**src/rtl/shf_dummy_unused.sv**
```systemverilog
// empty unit: the framer needs no third module
`timescale 1ns/1ns
`default_nettype none
`default_nettype wire

```
**src/rtl/shf_pkg.sv**
```systemverilog
// shared constants and types of the sync header multiblock crc12 framer
package shf_pkg;

    // block geometry
    localparam int BLK_DATA_W = 64;          // scrambled payload bits
    localparam int BLK_W = 66;               // payload plus two header bits
    localparam int HDR_LSB = 0;              // header sits at line bits 0..1
    localparam int DATA_LSB = 2;             // octet 0 starts at line bit 2
    localparam int MB_BLOCKS = 32;           // blocks per multiblock
    localparam int IDX_W = 5;                // block index width
    localparam logic [4:0] IDX_LAST = 5'h1f; // last block of a multiblock

    // extended multiblock and local clock
    localparam int E_W = 8;                  // width of e minus one
    localparam int LOCAL_EXTENDED_BLOCK_CLOCK_W = E_W + IDX_W;     // local clock counter width
    localparam logic [7:0] E_M1_RST = 8'h00; // one multiblock after reset
    localparam logic [12:0] LOCAL_EXTENDED_BLOCK_CLOCK_RST = 13'h0000;

    // stream word layout
    localparam int EMB_FLAG_BIT = 22;        // extended block end flag
    localparam int CMD_W = 7;                // command word, always zero
    localparam logic [4:0] PILOT_FIRST = 5'h1b; // first of the 00001 bits
    localparam logic [4:0] CMD_HI_FIRST = 5'h10; // command bits 6..4 start

    // crc
    localparam int CRC_W = 12;
    localparam logic [11:0] CRC_POLY = 12'h987;
    localparam logic [11:0] CRC_RST = 12'h000;

    // content select
    localparam int SEL_W = 2;
    localparam logic [1:0] SEL_CRC12 = 2'h0;

    // one transmitted block: header in the low bits
    typedef struct packed {
        logic [BLK_DATA_W-1:0] payload;
        logic [1:0] hdr;
    } shf_line_t;

    // framer state
    typedef enum logic [0:0] {
        SHF_WAIT_EDGE,
        SHF_RUN
    } shf_state_t;

endpackage

```
**src/rtl/shf_pair_buf.sv**
```systemverilog
// two-entry buffer with valid and ready on both sides
`timescale 1ns/1ns
`default_nettype none
module shf_pair_buf #(
    parameter int W = shf_pkg::BLK_DATA_W
) (
    input wire logic clk,
    input wire logic rst_n,
    input wire logic in_valid,
    output var logic in_ready_r,
    input wire logic [W-1:0] in_data,
    output var logic out_valid_r,
    input wire logic out_ready,
    output var logic [W-1:0] out_data_r
);

    logic [W-1:0] skid_r; // second entry, full while in_ready_r is low
    logic in_fire;        // word taken from the source
    logic pop;            // head slot free or being drained

    assign in_fire = in_valid & in_ready_r;
    assign pop = ~out_valid_r | out_ready;

    // head entry: refilled from the skid first, else from the source
    always_ff @(posedge clk or negedge rst_n) begin
        if (!rst_n) begin
            out_valid_r <= 1'b0;
            out_data_r <= '0;
        end else if (pop) begin
            if (!in_ready_r) begin
                // skid holds the older word
                out_data_r <= skid_r;
                out_valid_r <= 1'b1;
            end else begin
                out_data_r <= in_data;
                out_valid_r <= in_fire;
            end
        end
    end

    // skid entry: catches a word while the head is stalled
    always_ff @(posedge clk or negedge rst_n) begin
        if (!rst_n) begin
            skid_r <= '0;
            in_ready_r <= 1'b1;
        end else if (pop) begin
            in_ready_r <= 1'b1;
        end else if (in_fire) begin
            skid_r <= in_data;
            in_ready_r <= 1'b0;
        end
    end

endmodule
`default_nettype wire

```
**src/rtl/shf_framer.sv**
```systemverilog
// 64b/66b lane framer: headers, multiblocks, local clock and crc-12
// What the document asks; the receiver rules are not built here
// header at bits 0-1, scrambled octets after
// thirty-two blocks make one multiblock
// extended multiblock holds E multiblocks, E>=1
// sysref edge resets local clock phase
// local clock period is 32*E blocks
// periodic sysref must divide local clock
// header bits always complementary
// stream one sends 01, zero sends 10
// receiver finds transitions, flags 00/11
// receiver requests sysref after header errors
// one stream bit per block, 32 per word
// only crc-12 content built; others unsupported
// word ends 00001; unique in crc mode
// bit 22 flags last multiblock of extended
// fec receivers confirm pilot over multiblocks
// select zero chooses crc-12 content
// parity over 2048 payload bits, sent next
// polynomial 0x987, bits in transmission order
// crc cleared per multiblock, read after 2048
// fixed crc stream layout of parity, ones
// all seven command bits sent zero
// receiver compares crc with next parity
// receiver latency at least 46 blocks
// bit n in block n; start on edge
`timescale 1ns/1ns
`default_nettype none
module shf_framer (
    input wire logic core_clk,
    input wire logic arst_n,
    input wire logic sysref,
    input wire logic [shf_pkg::E_W-1:0] e_minus1,
    input wire logic [shf_pkg::SEL_W-1:0] sync_header_content_select,
    input wire logic blk_in_valid,
    output var logic blk_in_ready,
    input wire logic [shf_pkg::BLK_DATA_W-1:0] blk_in_data,
    output var shf_pkg::shf_line_t line_block_r,
    output var logic line_valid_r,
    input wire logic line_ready,
    output var logic local_extended_block_clock_r,
    output var logic aligned_r,
    output var logic content_unsupported_r
);
    logic rst_meta_r;                         // reset release, first stage
    logic rst_n_r;                            // released reset copy
    logic sysref_s1_r;                        // sysref pin, first stage
    logic sysref_s2_r;                        // second stage
    logic sysref_s3_r;                        // third stage
    logic sysref_lvl_r;                       // agreed sysref level
    logic sysref_edge;                        // agreed rising edge
    logic [shf_pkg::E_W-1:0] e_cfg_r;         // e minus one in use
    logic [shf_pkg::LOCAL_EXTENDED_BLOCK_CLOCK_W-1:0] local_extended_block_clock_cnt_r;   // block slot in extended
    logic [shf_pkg::LOCAL_EXTENDED_BLOCK_CLOCK_W-1:0] local_extended_block_clock_cnt_nxt;
    logic [shf_pkg::LOCAL_EXTENDED_BLOCK_CLOCK_W-1:0] local_extended_block_clock_last;    // 32*E - 1
    logic phase_ok;                           // sysref lands on boundary
    shf_pkg::shf_state_t state_r;             // framer state
    logic [shf_pkg::IDX_W-1:0] blk_idx_r;     // block in multiblock
    logic [shf_pkg::E_W-1:0] mb_idx_r;        // multiblock in extended
    logic [shf_pkg::CRC_W-1:0] crc_run_r;     // running shift stages
    logic [shf_pkg::CRC_W-1:0] crc_nxt;       // stages after this block
    logic [shf_pkg::CRC_W-1:0] crc_hold_r;    // parity of last multiblock
    logic [shf_pkg::MB_BLOCKS-1:0] stream_word; // current stream word
    logic emb_last;                           // last multiblock of extended
    logic sbit;                               // stream bit of this block
    logic buf_valid;                          // buffered word present
    logic [shf_pkg::BLK_DATA_W-1:0] buf_data; // buffered scrambled word
    logic take;                               // framer may accept a block
    logic fire;                               // block emitted this cycle

    // reset release through two flip-flops
    always_ff @(posedge core_clk or negedge arst_n) begin
        if (!arst_n) begin
            rst_meta_r <= 1'b0;
            rst_n_r <= 1'b0;
        end else begin
            rst_meta_r <= 1'b1;
            rst_n_r <= rst_meta_r;
        end
    end

    // sysref pin synchroniser, three stages
    always_ff @(posedge core_clk or negedge rst_n_r) begin
        if (!rst_n_r) begin
            sysref_s1_r <= 1'b0;
            sysref_s2_r <= 1'b0;
            sysref_s3_r <= 1'b0;
        end else begin
            sysref_s1_r <= sysref;
            sysref_s2_r <= sysref_s1_r;
            sysref_s3_r <= sysref_s2_r;
        end
    end

    // level changes only once the last two stages agree
    always_ff @(posedge core_clk or negedge rst_n_r) begin
        if (!rst_n_r) begin
            sysref_lvl_r <= 1'b0;
        end else if (sysref_s2_r == sysref_s3_r) begin
            sysref_lvl_r <= sysref_s2_r;
        end
    end
    assign sysref_edge = (sysref_s2_r == sysref_s3_r) & sysref_s2_r &
                         ~sysref_lvl_r;

    // e is taken on each sysref edge so the clock period moves cleanly
    always_ff @(posedge core_clk or negedge rst_n_r) begin
        if (!rst_n_r) begin
            e_cfg_r <= shf_pkg::E_M1_RST;
        end else if (sysref_edge) begin
            e_cfg_r <= e_minus1;
        end
    end

    // one extended multiblock is e multiblocks of 32 block slots
    assign local_extended_block_clock_last = {e_cfg_r, shf_pkg::IDX_LAST};
    // a periodic sysref that divides the period keeps the phase
    assign phase_ok = (local_extended_block_clock_cnt_r == local_extended_block_clock_last);
    // local clock counter, one slot per core clock cycle
    always_comb begin
        if (sysref_edge) begin
            local_extended_block_clock_cnt_nxt = shf_pkg::LOCAL_EXTENDED_BLOCK_CLOCK_RST;
        end else if (local_extended_block_clock_cnt_r == local_extended_block_clock_last) begin
            local_extended_block_clock_cnt_nxt = shf_pkg::LOCAL_EXTENDED_BLOCK_CLOCK_RST;
        end else begin
            local_extended_block_clock_cnt_nxt = local_extended_block_clock_cnt_r + 13'h0001;
        end
    end

    // counter and its registered edge pulse
    always_ff @(posedge core_clk or negedge rst_n_r) begin
        if (!rst_n_r) begin
            local_extended_block_clock_cnt_r <= shf_pkg::LOCAL_EXTENDED_BLOCK_CLOCK_RST;
            local_extended_block_clock_r <= 1'b0;
        end else begin
            local_extended_block_clock_cnt_r <= local_extended_block_clock_cnt_nxt;
            local_extended_block_clock_r <=
                (local_extended_block_clock_cnt_nxt == shf_pkg::LOCAL_EXTENDED_BLOCK_CLOCK_RST);
        end
    end

    // input buffer: a stall downstream loses no word
    shf_pair_buf #(
        .W(shf_pkg::BLK_DATA_W)
    ) u_in_buf (
        .clk(core_clk),
        .rst_n(rst_n_r),
        .in_valid(blk_in_valid),
        .in_ready_r(blk_in_ready),
        .in_data(blk_in_data),
        .out_valid_r(buf_valid),
        .out_ready(take),
        .out_data_r(buf_data)
    );

    // accept only while running and the line register can move
    assign take = (state_r == shf_pkg::SHF_RUN) &
                  (~line_valid_r | line_ready);
    assign fire = take & buf_valid;
    // framer state: runs from a local clock edge, stops on a phase slip
    always_ff @(posedge core_clk or negedge rst_n_r) begin
        if (!rst_n_r) begin
            state_r <= shf_pkg::SHF_WAIT_EDGE;
        end else begin
            unique case (state_r)
                shf_pkg::SHF_WAIT_EDGE: begin
                    // extended multiblocks start on a clock edge
                    if (!sysref_edge &&
                        local_extended_block_clock_cnt_r == shf_pkg::LOCAL_EXTENDED_BLOCK_CLOCK_RST) begin
                        state_r <= shf_pkg::SHF_RUN;
                    end
                end
                shf_pkg::SHF_RUN: begin
                    // a sysref off the boundary moves the phase
                    if (sysref_edge && !phase_ok) begin
                        state_r <= shf_pkg::SHF_WAIT_EDGE;
                    end
                end
            endcase
        end
    end

    // registered alignment indication
    always_ff @(posedge core_clk or negedge rst_n_r) begin
        if (!rst_n_r) begin
            aligned_r <= 1'b0;
        end else begin
            aligned_r <= (state_r == shf_pkg::SHF_RUN);
        end
    end

    // block and multiblock position, restarted while waiting
    always_ff @(posedge core_clk or negedge rst_n_r) begin
        if (!rst_n_r) begin
            blk_idx_r <= '0;
            mb_idx_r <= '0;
        end else if (state_r == shf_pkg::SHF_WAIT_EDGE) begin
            blk_idx_r <= '0;
            mb_idx_r <= '0;
        end else if (fire) begin
            // 32 blocks, then the next multiblock
            blk_idx_r <= blk_idx_r + 5'h01;
            if (blk_idx_r == shf_pkg::IDX_LAST) begin
                if (emb_last) begin
                    mb_idx_r <= '0;
                end else begin
                    mb_idx_r <= mb_idx_r + 8'h01;
                end
            end
        end
    end

    // serial crc over the 64 payload bits, bit 0 sent first
    function automatic logic [11:0] crc_step(
        input logic [11:0] c,
        input logic [63:0] d
    );
        logic [11:0] s;
        logic fb;
        s = c;
        fb = 1'b0;
        for (int i = 0; i < shf_pkg::BLK_DATA_W; i++) begin
            fb = s[11] ^ d[i];
            s = {s[10:0], 1'b0};
            if (fb) begin
                s = s ^ shf_pkg::CRC_POLY;
            end
        end
        return s;
    endfunction

    assign crc_nxt = crc_step(crc_run_r, buf_data);
    // running stages cleared each multiblock, parity held for the next
    always_ff @(posedge core_clk or negedge rst_n_r) begin
        if (!rst_n_r) begin
            crc_run_r <= shf_pkg::CRC_RST;
            crc_hold_r <= shf_pkg::CRC_RST;
        end else if (state_r == shf_pkg::SHF_WAIT_EDGE) begin
            crc_run_r <= shf_pkg::CRC_RST;
            crc_hold_r <= shf_pkg::CRC_RST;
        end else if (fire) begin
            if (blk_idx_r == shf_pkg::IDX_LAST) begin
                // all 2048 bits seen: latch parity, clear stages
                crc_hold_r <= crc_nxt;
                crc_run_r <= shf_pkg::CRC_RST;
            end else begin
                crc_run_r <= crc_nxt;
            end
        end
    end

    assign emb_last = (mb_idx_r == e_cfg_r);
    // crc-12 stream word; the ones keep 00001 unique at the end
    always_comb begin
        stream_word = '0;
        // parity msb first, three bits per group, every fourth bit skipped
        for (int i = 0; i < 12; i++) begin
            stream_word[i + i / 3] = crc_hold_r[11 - i];
        end
        // fixed ones at 3, 7, 11, 15, 19, 23 and 21
        for (int i = 3; i < 24; i += 4) begin
            stream_word[i] = 1'b1;
        end
        stream_word[21] = 1'b1;
        stream_word[shf_pkg::EMB_FLAG_BIT] = emb_last;
        stream_word[31] = 1'b1;
    end

    // one stream bit per block, block zero carries bit zero
    assign sbit = stream_word[blk_idx_r];
    // line register: header {v, ~v} in bits 1..0, payload above
    always_ff @(posedge core_clk or negedge rst_n_r) begin
        if (!rst_n_r) begin
            line_block_r <= '0;
            line_valid_r <= 1'b0;
        end else if (fire) begin
            line_block_r.payload <= buf_data;
            line_block_r.hdr <= {sbit, ~sbit};
            line_valid_r <= 1'b1;
        end else if (line_ready) begin
            line_valid_r <= 1'b0;
        end
    end

    // only the crc-12 content exists; other selections are flagged
    always_ff @(posedge core_clk or negedge rst_n_r) begin
        if (!rst_n_r) begin
            content_unsupported_r <= 1'b0;
        end else begin
            content_unsupported_r <=
                (sync_header_content_select != shf_pkg::SEL_CRC12);
        end
    end
endmodule
`default_nettype wire

```
**config.mk**
```make
export PLATFORM = sky130hd
export DESIGN_NAME = shf_framer
export DESIGN_NICKNAME = d
export VERILOG_FILES = /design/src/rtl/shf_dummy_unused.sv /design/src/rtl/shf_pkg.sv /design/src/rtl/shf_pair_buf.sv /design/src/rtl/shf_framer.sv
export SDC_FILE = /design/constraint.sdc
export NUM_CORES = 1
export LEC_CHECK = 0
export BUFFER_PORTS_ARGS = -buffer_cell sky130_fd_sc_hd__buf_2
export CELL_PAD_IN_SITES_DETAIL_PLACEMENT = 0
export CELL_PAD_IN_SITES_GLOBAL_PLACEMENT = 1
export CORE_UTILIZATION = 49
export CTS_CLUSTER_SIZE = 25
export DETAILED_ROUTE_END_ITERATION = 12
export PLACE_DENSITY_LB_ADDON = 0.12
export SYNTH_ARGS = -nofsm -noshare
export SYNTH_HDL_FRONTEND = slang
export SYNTH_HIERARCHICAL = 1
export SYNTH_SLANG_ARGS = --single-unit
```
**constraint.sdc**
```tcl
create_clock -name core_clk -period 9.4 [get_ports core_clk]
set_input_delay 1.41 -clock core_clk [delete_from_list [all_inputs] [get_ports core_clk]]
set_output_delay 1.41 -clock core_clk [all_outputs]
set_load 0.01 [all_outputs]
```
======== Word level (Yosys, flattened, before mapping) ========
Index checks and enable logic that the tools add are counted.
storage, ports and cells
  memories kept ........................... 0
  output and inout bits ................... 71
  RAM bits ................................ 0
  bits in latches ......................... 0
  bits in read-only memories .............. 0
  input bits .............................. 79
  logic and storage cells ................. 274
  flip-flop bits (word level) ............. 265
cells by class
  reduce and logical (&&, ||, !) cells .... 11
  multiplexer cells ....................... 89
  shifts and indexed selects .............. 0
  multipliers ............................. 0
  equality and inequality tests ........... 6
  bitwise gates (word level) .............. 141
  add/subtract/negate cells ............... 3
  divide/modulo/power cells ............... 0
  magnitude comparators ................... 1
operator list
  operator                                                     number
  2-to-1 mux 12 bit                                            70
  inverter 6 bit                                               64
  2-to-1 mux 64 bit                                            1
  bitwise XOR 1 bit                                            64
  2-to-1 mux 8 bit                                             4
  zero test 13 bit                                             2
  2-to-1 mux 13 bit                                            2
  adder 13 x 1 -> 13 bit (second input constant)               1
  == test 13 bit                                               1
  2-to-1 mux 5 bit                                             2
  adder 8 x 1 -> 8 bit (second input constant)                 1
  == test 8 bit                                                1
  2-to-1 mux 1 bit                                             8
  less-than comparator 5 x 6 -> 1 bit (second input constant)  1
  inverter 1 bit                                               6
  nonzero test 2 bit                                           3
  adder 5 x 1 -> 5 bit (second input constant)                 1
  AND 1 bit                                                    5
  binary-select mux 1 bit (select 5 bit)                       1
  == test 5 bit (second input constant)                        1
  != test 2 x 1 -> 1 bit (second input constant)               2
  AND reduction 2 bit                                          2
  logical AND 1 bit                                            2
  zero test 1 bit                                              2
  3 further kinds                                              4

======== Longest topological paths before layout ========
Gate-level depths: netlist of run 1.
  depth after elaboration ................. 131
  depth in mapped cells ................... 14
  gate-level depth less buffers ........... 14

======== By module ========
Netlist of run 1, hierarchy kept.
modules (own cells, without submodules)
  module        sequential area each (µm²)  instances  cells an instance  area each (µm²)
  shf_framer    3,378.2                     1          876                9,779.4
  shf_pair_buf  3,254.4                     1          348                5,734.2

======== Least setup slack after synthesis of run 1 ========
No wires, ideal clock.
  path kind ............................... flip-flop to flip-flop
  from .................................... register crc_run_r[2] (netlist name)
  to ...................................... register crc_run_r[3] (netlist name)
  library setup time ...................... 126 ps
  path slack .............................. 4,041 ps
  clock period less this slack ............ 5,359 ps
  path buffers ............................ 0
  stages on the path, launching flop included .. 15
  required time ........................... 9,274 ps
  data arrival time ....................... 5,233 ps
  path through ............................ dfrtp_1 > xnor3_1 > xnor3_2 > xnor3_2 > xnor3_2 > xnor3_2 > xor2_4 > xnor3_1 > xor3_1 > xnor3_2 > xnor3_1 > xnor3_2 > xnor2_2 > nor3b_1 > a311o_1
on the way
  longest elaborated chain between the ends .. 124
ends and longest elaborated chain
  element                                              line               text
  start, declared                                      shf_framer.sv:60   logic [shf_pkg::CRC_W-1:0] crc_run_r;
  start signal, assigned                               shf_framer.sv:236  crc_run_r <= shf_pkg::CRC_RST;
  start signal, assigned                               shf_framer.sv:239  crc_run_r <= shf_pkg::CRC_RST;
  start signal, assigned                               shf_framer.sv:245  crc_run_r <= shf_pkg::CRC_RST;
  2-to-1 mux 12 bit * (4 in series)                    shf_framer.sv:225  if (fb) begin
  inverter 6 bit (no source line)                      --
  2-to-1 mux 12 bit *                                  shf_framer.sv:225
  inverter 6 bit (no source line)                      --
  2-to-1 mux 12 bit * (3 in series)                    shf_framer.sv:225
  inverter 6 bit (no source line)                      --
  2-to-1 mux 12 bit *                                  shf_framer.sv:225
  bitwise XOR 1 bit *                                  shf_framer.sv:223  fb = s[11] ^ d[i];
  [102 not listed]                                     --
  2-to-1 mux 12 bit *                                  shf_framer.sv:225
  bitwise XOR 1 bit or inverter 6 bit (tied branches)  --
  2-to-1 mux 12 bit *                                  shf_framer.sv:225
  bitwise XOR 1 bit or inverter 6 bit (tied branches)  --
  2-to-1 mux 12 bit * (2 in series)                    shf_framer.sv:225
  2-to-1 mux 12 bit *                                  shf_framer.sv:242  if (blk_idx_r == shf_pkg::IDX_LAST) begin
  2-to-1 mux 12 bit *                                  shf_framer.sv:241  end else if (fire) begin
  2-to-1 mux 12 bit *                                  shf_framer.sv:238  end else if (state_r == shf_pkg::SHF_WAIT_EDGE) begin
Every way passes the cells marked *; elsewhere a longest branch is shown, timed or not. The select of a mux whose other input is x is not followed.
A chain may end at the register's enable or synchronous reset.

======== Worst setup path after layout of run 1 ========
  from .................................... register crc_run_r[8] (netlist name)
  to ...................................... register crc_run_r[3] (netlist name)
on the way
  longest elaborated chain between the ends .. 128
ends and longest elaborated chain
  element                                              line
  2-to-1 mux 12 bit * (2 in series)                    shf_framer.sv:225
  inverter 6 bit (no source line)                      --
  2-to-1 mux 12 bit *                                  shf_framer.sv:225
  bitwise XOR 1 bit *                                  shf_framer.sv:223
  2-to-1 mux 12 bit *                                  shf_framer.sv:225
  bitwise XOR 1 bit                                    shf_framer.sv:223
  2-to-1 mux 12 bit *                                  shf_framer.sv:225
  bitwise XOR 1 bit                                    shf_framer.sv:223
  [110 not listed]                                     --
  2-to-1 mux 12 bit *                                  shf_framer.sv:225
  bitwise XOR 1 bit or inverter 6 bit (tied branches)  --
  2-to-1 mux 12 bit *                                  shf_framer.sv:225
  bitwise XOR 1 bit or inverter 6 bit (tied branches)  --
  2-to-1 mux 12 bit * (2 in series)                    shf_framer.sv:225
  2-to-1 mux 12 bit *                                  shf_framer.sv:242
  2-to-1 mux 12 bit *                                  shf_framer.sv:241
  2-to-1 mux 12 bit *                                  shf_framer.sv:238
Marked as above.

==> impl_metrics.csv, run 1 <==
group,metric,value,unit
setup_path,cp_slowest_stage_delay,570,ps
clocking,clock-sinks,265,
synthesis,async_reset_ff_frac,1.00,
global_route,antenna_found_initial,0,
floorplan,chipWidth,180,um
clocking,cts_made_buffers,30,
clocking,clk_pin_slew,60,ps
timing,hold_violations,0,
clocking,clockBufferDepth,3,
synthesis,synth_edf_count,0,
floorplan,fp.dieH,180,um
synthesis,syn-num-nets,1310,
timing,fin_crit_sh,0.634,
placed_design,post_dp_cell_area,16600,sq um
placed_design,place_ws,3470,ps
floorplan,rows,64,
setup_path,path_max_fanout,5,
global_route,grt_start_max_net_pins,81,
synthesis,syn_area_per_cell,12.7,sq um
route,drtIter0Drc,336,
synthesis,synth_top_area_frac,0.426,
finish,final_core_util,0.569,
clocking,cts_tree,"done",
clocking,cts_root_buf,"clkbuf_16",
finish,drive_above_1_share,0.314,
synthesis,ys.flop_type,"dfrtp_1",
finish,final_cell_mix,"dfrtp_1 (263), nand2_1 (244), mux2_2 (156)",
global_route,grt_pass1_wl,54.2,mm
setup_path,start_kind,"flop",
setup_path,end_kind,"flop",
setup_path,crit_path_cell_trace,"xnor2_2 > xnor3_1 > xnor3_1 > xnor3_2 > xor3_1 > xnor3_1 > xnor2_2 > xor3_1 > xnor3_2 > xnor3_1 > xnor3_2 > xnor2_2 > nor3b_1 > a311o_1",
route,vias,9216,
route,firstDrtPassIters,8,
floorplan,initial_utilization,0.503,
synthesis,yosysWarnings,6,
floorplan,fp.dieArea,32400,sq um
clocking,hold_buffers,0,
synthesis,ys_ff_latch,265,
finish,final_common_cell,"dfrtp_1",
timing,worst_slew_pin_slew,1040,ps
route,vias_per_cell,5.17,
global_route,first_global_vias,9578,
timing,slew_violations,0,
synthesis,synth_area,15500,sq um
placed_design,gp_congestion,0.885,
floorplan,design.core.area,30800,sq um
status,failed_checks,"design-rule violations",
synthesis,ys_seq_area_frac,0.428,
clocking,post_cts_buffers,0,
finish,nets,1449,
floorplan,ioPinCount,150,
job,cap_violations,0,
timing,fmax,168,MHz
global_route,grt_overflow,0,
route,drc_errors,13,
finish,final_area,17500,sq um
status,status,"finished with violations",
placed_design,port_buffers,149,
timing,setup_tns,0,ps
route,routed_wl,33.2,mm
global_route,grt_usage,0.211,
route,ant_nets,0,
finish,synthToLayoutAreaGrowth,13.1,%
clocking,htree_num_levels,1,
timing,worst_clock_skew,19.3,ps
finish,n_antenna_cell,0,
synthesis,synth.area.top_cells,"dfrtp_1 (43%), mux2_2 (11%), xnor3_1 (11%)",
setup_path,critical-path-top-delay-family,"XOR/XNOR gates",
route,post_drt_wl_per_cell,18.6,um
timing,period_minus_slack,5960,ps
setup_path,worstPathRequired,9850,ps
timing,finalSetupViolCount,0,
timing,finalWorstSetupSlack,3440,ps
clocking,cts_resized,0,
placed_design,hpwl,23.7,mm
synthesis,syn_inst,1224,
setup_path,path_common_cell,"xnor3_1",
timing,slew_headroom,0.308,
timing,rsz0062_at_grt,"no",
setup_path,crit_buf_inv,0,
min_path,hold_path_class,"reg -> reg",
synthesis,yosysTopAreaCell,"dfrtp_1",
setup_path,worstPathArrival,6410,ps
setup_path,crit_type,"reg -> reg",
setup_path,critPathSlowestCell,"xnor3_2",
clocking,insertion_delay,560,ps
synthesis,synth_cell_types,50,
per-layer routing:
layer	GRT usage	vias to the layer above	wire length, um
li1	-	4415	-
met1	0.293	4584	15600
met2	0.349	170	15600
met3	0.0300	47	1370
met4	0.0521	0	672
met5	0	-	0
worst paths after layout:
path | from | end | slack (ps) | cells past startpoint
min in group asynchronous | rst_n_r | content_unsupported_r | 360 | 0
hold reg to reg | rst_meta_r | rst_n_r | 350 | 0
max in group asynchronous | rst_n_r | crc_run_r[11] | 6870 | 2
hold / removal | rst_meta_r | rst_n_r | 350 | 0
setup / recovery | crc_run_r[8] | crc_run_r[3] | 3440 | 14
setup reg to reg | crc_run_r[8] | crc_run_r[3] | 3440 | 14
registers in the layout, indices dropped and copies added (netlist names), 5 cells and up:
register,flops
blk_idx_r,5
e_cfg_r,8
mb_idx_r,8
crc_run_r,12
local_extended_block_clock_cnt_r,13
line_block_r,66
u_in_buf/skid_r,64
crc_hold_r,12
u_in_buf/out_data_r,64
layout make-up:
type / instances / area (sq um)
tap: 396 / 495
clock inverter: 14 / 120
multi-input combinational: 902 / 8580
clock buffer: 42 / 866
inverter: 6 / 22.5
fill: 2611 / 13300
sequential: 265 / 6640
timing repair buffer: 158 / 813
worst register-to-register path, cell delays in order, from the launching register on:
cell     delay, ps
dfrtp_1        430
xnor2_2        380
xnor3_1        550
xnor3_1        420
xnor3_2        570
xor3_1         490
xnor3_1        270
xnor2_2        390
xor3_1         470
xnor3_2        450
xnor3_1        410
xnor3_2        310
xnor2_2        210
nor3b_1        170
a311o_1        320
logic make-up (layout without fill, tap and decap cells):
family | count (synthesis) | in the layout | share of synthesized area
XOR/XNOR | 312 | 312 | 0.283
flip-flops | 265 | 265 | 0.428
AND/OR/NAND/NOR | 336 | 336 | 0.0912
other | 1 | 1 | 0.000242
AO/OA/AOI/OAI | 47 | 47 | 0.0185
buffers and inverters | 57 | 220 | 0.0199
multiplexers | 199 | 199 | 0.154
adder cells (fa/ha/maj) | 7 | 7 | 0.00565
metrics by stage:
step           hold slack (ps)  instances
2_1_floorplan              331       1224
3_3_place_gp               340       1727
3_5_place_dp               341       1727
4_1_cts                    356       1783
5_1_grt                    368       1783
6_report                   353       1783
cell usage after synthesis, types with 8 or more instances:
library cell	number
xnor2_2	16
xnor3_2	10
o21ai_0	27
buf_6	11
nand2_1	245
mux2_2	156
dfrtp_1	264
buf_2	10
xor3_1	14
xor2_1	60
xnor2_1	128
mux2_4	30
nor2_1	20
nand3_1	23
clkbuf_1	23
mux2_1	8
xnor3_1	78
Power of run 1 is left out: the tool's default activity adds up to more than one toggle a clock period on the data nets, which glitch-free logic cannot reach.
==> run 2, diff against run 1 <==
clock period = 5.64 ns   (was 9.4 ns; I/O delays follow)
==> impl_metrics.csv, run 2 (same netlist as run 1, synthesis figures left out) <==
group,metric,value,unit
finish,synthToLayoutAreaGrowth,15.6,%
status,failed_checks,"design-rule violations",
route,post_drt_wl_per_cell,18.1,um
global_route,busiest_layer,"met2",
route,drc_errors,10,
floorplan,fp.dieH,180,um
finish,nets,1483,
floorplan,rows,64,
timing,worst_slew_pin_slew,1050,ps
clocking,htree_num_levels,1,
finish,drive_above_1_share,0.345,
placed_design,gp_congestion,0.850,
global_route,grt_start_max_net_pins,99,
clocking,clockBufferDepth,3,
finish,n_antenna_cell,0,
setup_path,path_max_fanout,5,
route,firstDrtPassIters,11,
route,vias_per_cell,5.14,
clocking,cts_tree,"done",
setup_path,r2r_start,"u_in_buf/out_data_r[11]",
finish,final_cell_mix,"dfrtp_1 (262), nand2_1 (244), mux2_2 (156)",
global_route,grt_use_met3,0.0336,
finish,fillers,2600,
finish,largestRegisters,"line_block_r x66, u_in_buf/out_data_r x64, u_in_buf/skid_r x64",
finish,final_cells,1815,
clocking,insertion_delay,560,ps
global_route,grt.met1_usage,0.307,
floorplan,initial_utilization,0.503,
timing,worst_clock_skew,14.9,ps
finish,layout.area.seq,6640,sq um
route,drtIter0Drc,465,
setup_path,critical_path.startpoint,"u_in_buf/out_data_r[11]",
clocking,cts_made_buffers,29,
global_route,grt_overflow,0,
setup_path,end_kind,"flop",
clocking,hold_buffers,0,
clocking,cts_root_buf,"clkbuf_16",
timing,finalSetupViolCount,0,
clocking,clk_pin_slew,60,ps
finish,largest_reg_flops,66,
route,ant_nets,0,
min_path,hold_path_class,"in -> async",
status,status,"finished with violations",
global_route,grt_pass1_wl,54.2,mm
placed_design,port_buffers,149,
finish,final_common_cell,"dfrtp_1",
timing,fmax,183,MHz
timing,hold_violations,0,
route,routed_wl,32.8,mm
global_route,grt_usage,0.211,
clocking,clock-sinks,265,
global_route,grtUsageMet2,0.335,
global_route,first_global_vias,9567,
floorplan,chipWidth,180,um
setup_path,worstPathRequired,6070,ps
timing,fin_crit_sh,0.968,
setup_path,start_kind,"flop",
floorplan,ioPinCount,150,
job,cap_violations,0,
floorplan,design.core.area,30800,sq um
setup_path,crit_type,"reg -> reg",
placed_design,placedCellCount,1753,
route,vias,9334,
timing,period_minus_slack,5460,ps
global_route,antenna_found_initial,0,
timing,slew_violations,0,
finish,multi_input_area,8670,sq um
timing,slew_headroom,0.303,
finish,largest_register,"line_block_r",
floorplan,fp.dieArea,32400,sq um
setup_path,worstPathArrival,5890,ps
placed_design,hpwl,23.3,mm
-- run 2: cell types whose count changed in the layout (fill, tap and decap cells not counted), sizes merged --
cell	change
clkinvlp	-1
bufinv	+4
inv	+1
buf	+35
clkbuf	-7
-- run 2: through the flow --
step / util / hold WS (ps) / setup TNS [ps] / cell area [sq um] / setup WS (ps)
3_5_place_dp: 0.544 / 340 / 0 / 16800 / 37.8
6_report: 0.582 / 67.8 / 0 / 17900 / 178
3_3_place_gp: 0.544 / 335 / 0 / 16800 / 93.9
2_1_floorplan: - / 331 / 0 / 15500 / 281
5_1_grt: 0.582 / 41.2 / -19.6 / 17900 / -17.6
4_1_cts: 0.577 / 41.6 / 0 / 17800 / 18.1
-- run 2: area by class of cell --
type                    instances  area share
multi-input cells             902       0.484
clock buffers                  35      0.0440
clock inverters                18      0.0126
inverters                       6     0.00126
well taps                     396      0.0276
repair buffers                193      0.0607
flip-flops and latches        265       0.370
-- run 2: timing repair --
item	4_1_cts	5_1_grt
gates resized for setup	0	21
setup endpoints to repair	0	15
buffers inserted	0	9
-- run 2: layer usage --
layer | up-vias | share of wire
li1 | 4484 | -
met1 | 4661 | 0.48
met2 | 153 | 0.47
met3 | 36 | 0.040
met4 | 0 | 0.013
met5 | - | 0
-- run 2: path summary, 6_finish.rpt --
path                                            end  depth (start not counted)  slack, ps
worst max-delay path                   crc_run_r[3]                         14        180
worst min register to register  u_in_buf/skid_r[50]                          0        360
min in group core_clk                   sysref_s2_r                          0        360
worst min-delay path                        rst_n_r                          1         70
worst max register to register         crc_run_r[3]                         14        180
max in group asynchronous        u_in_buf/skid_r[8]                          1       4000
-- run 2: worst max-delay path, cell delays in order (launching register included) --
cell and delay [ps]:
dfrtp_1 420, xnor2_1 380, xor3_1 440, xnor3_2 490, xnor2_1 200, xnor3_2 500
xnor2_1 240, xnor3_2 400, xnor3_2 440, xnor3_2 430, xnor3_1 390, xnor3_2 330
xnor2_2 200, nor3b_1 160, a311o_1 320
Power of run 2 is left out for the same reason.
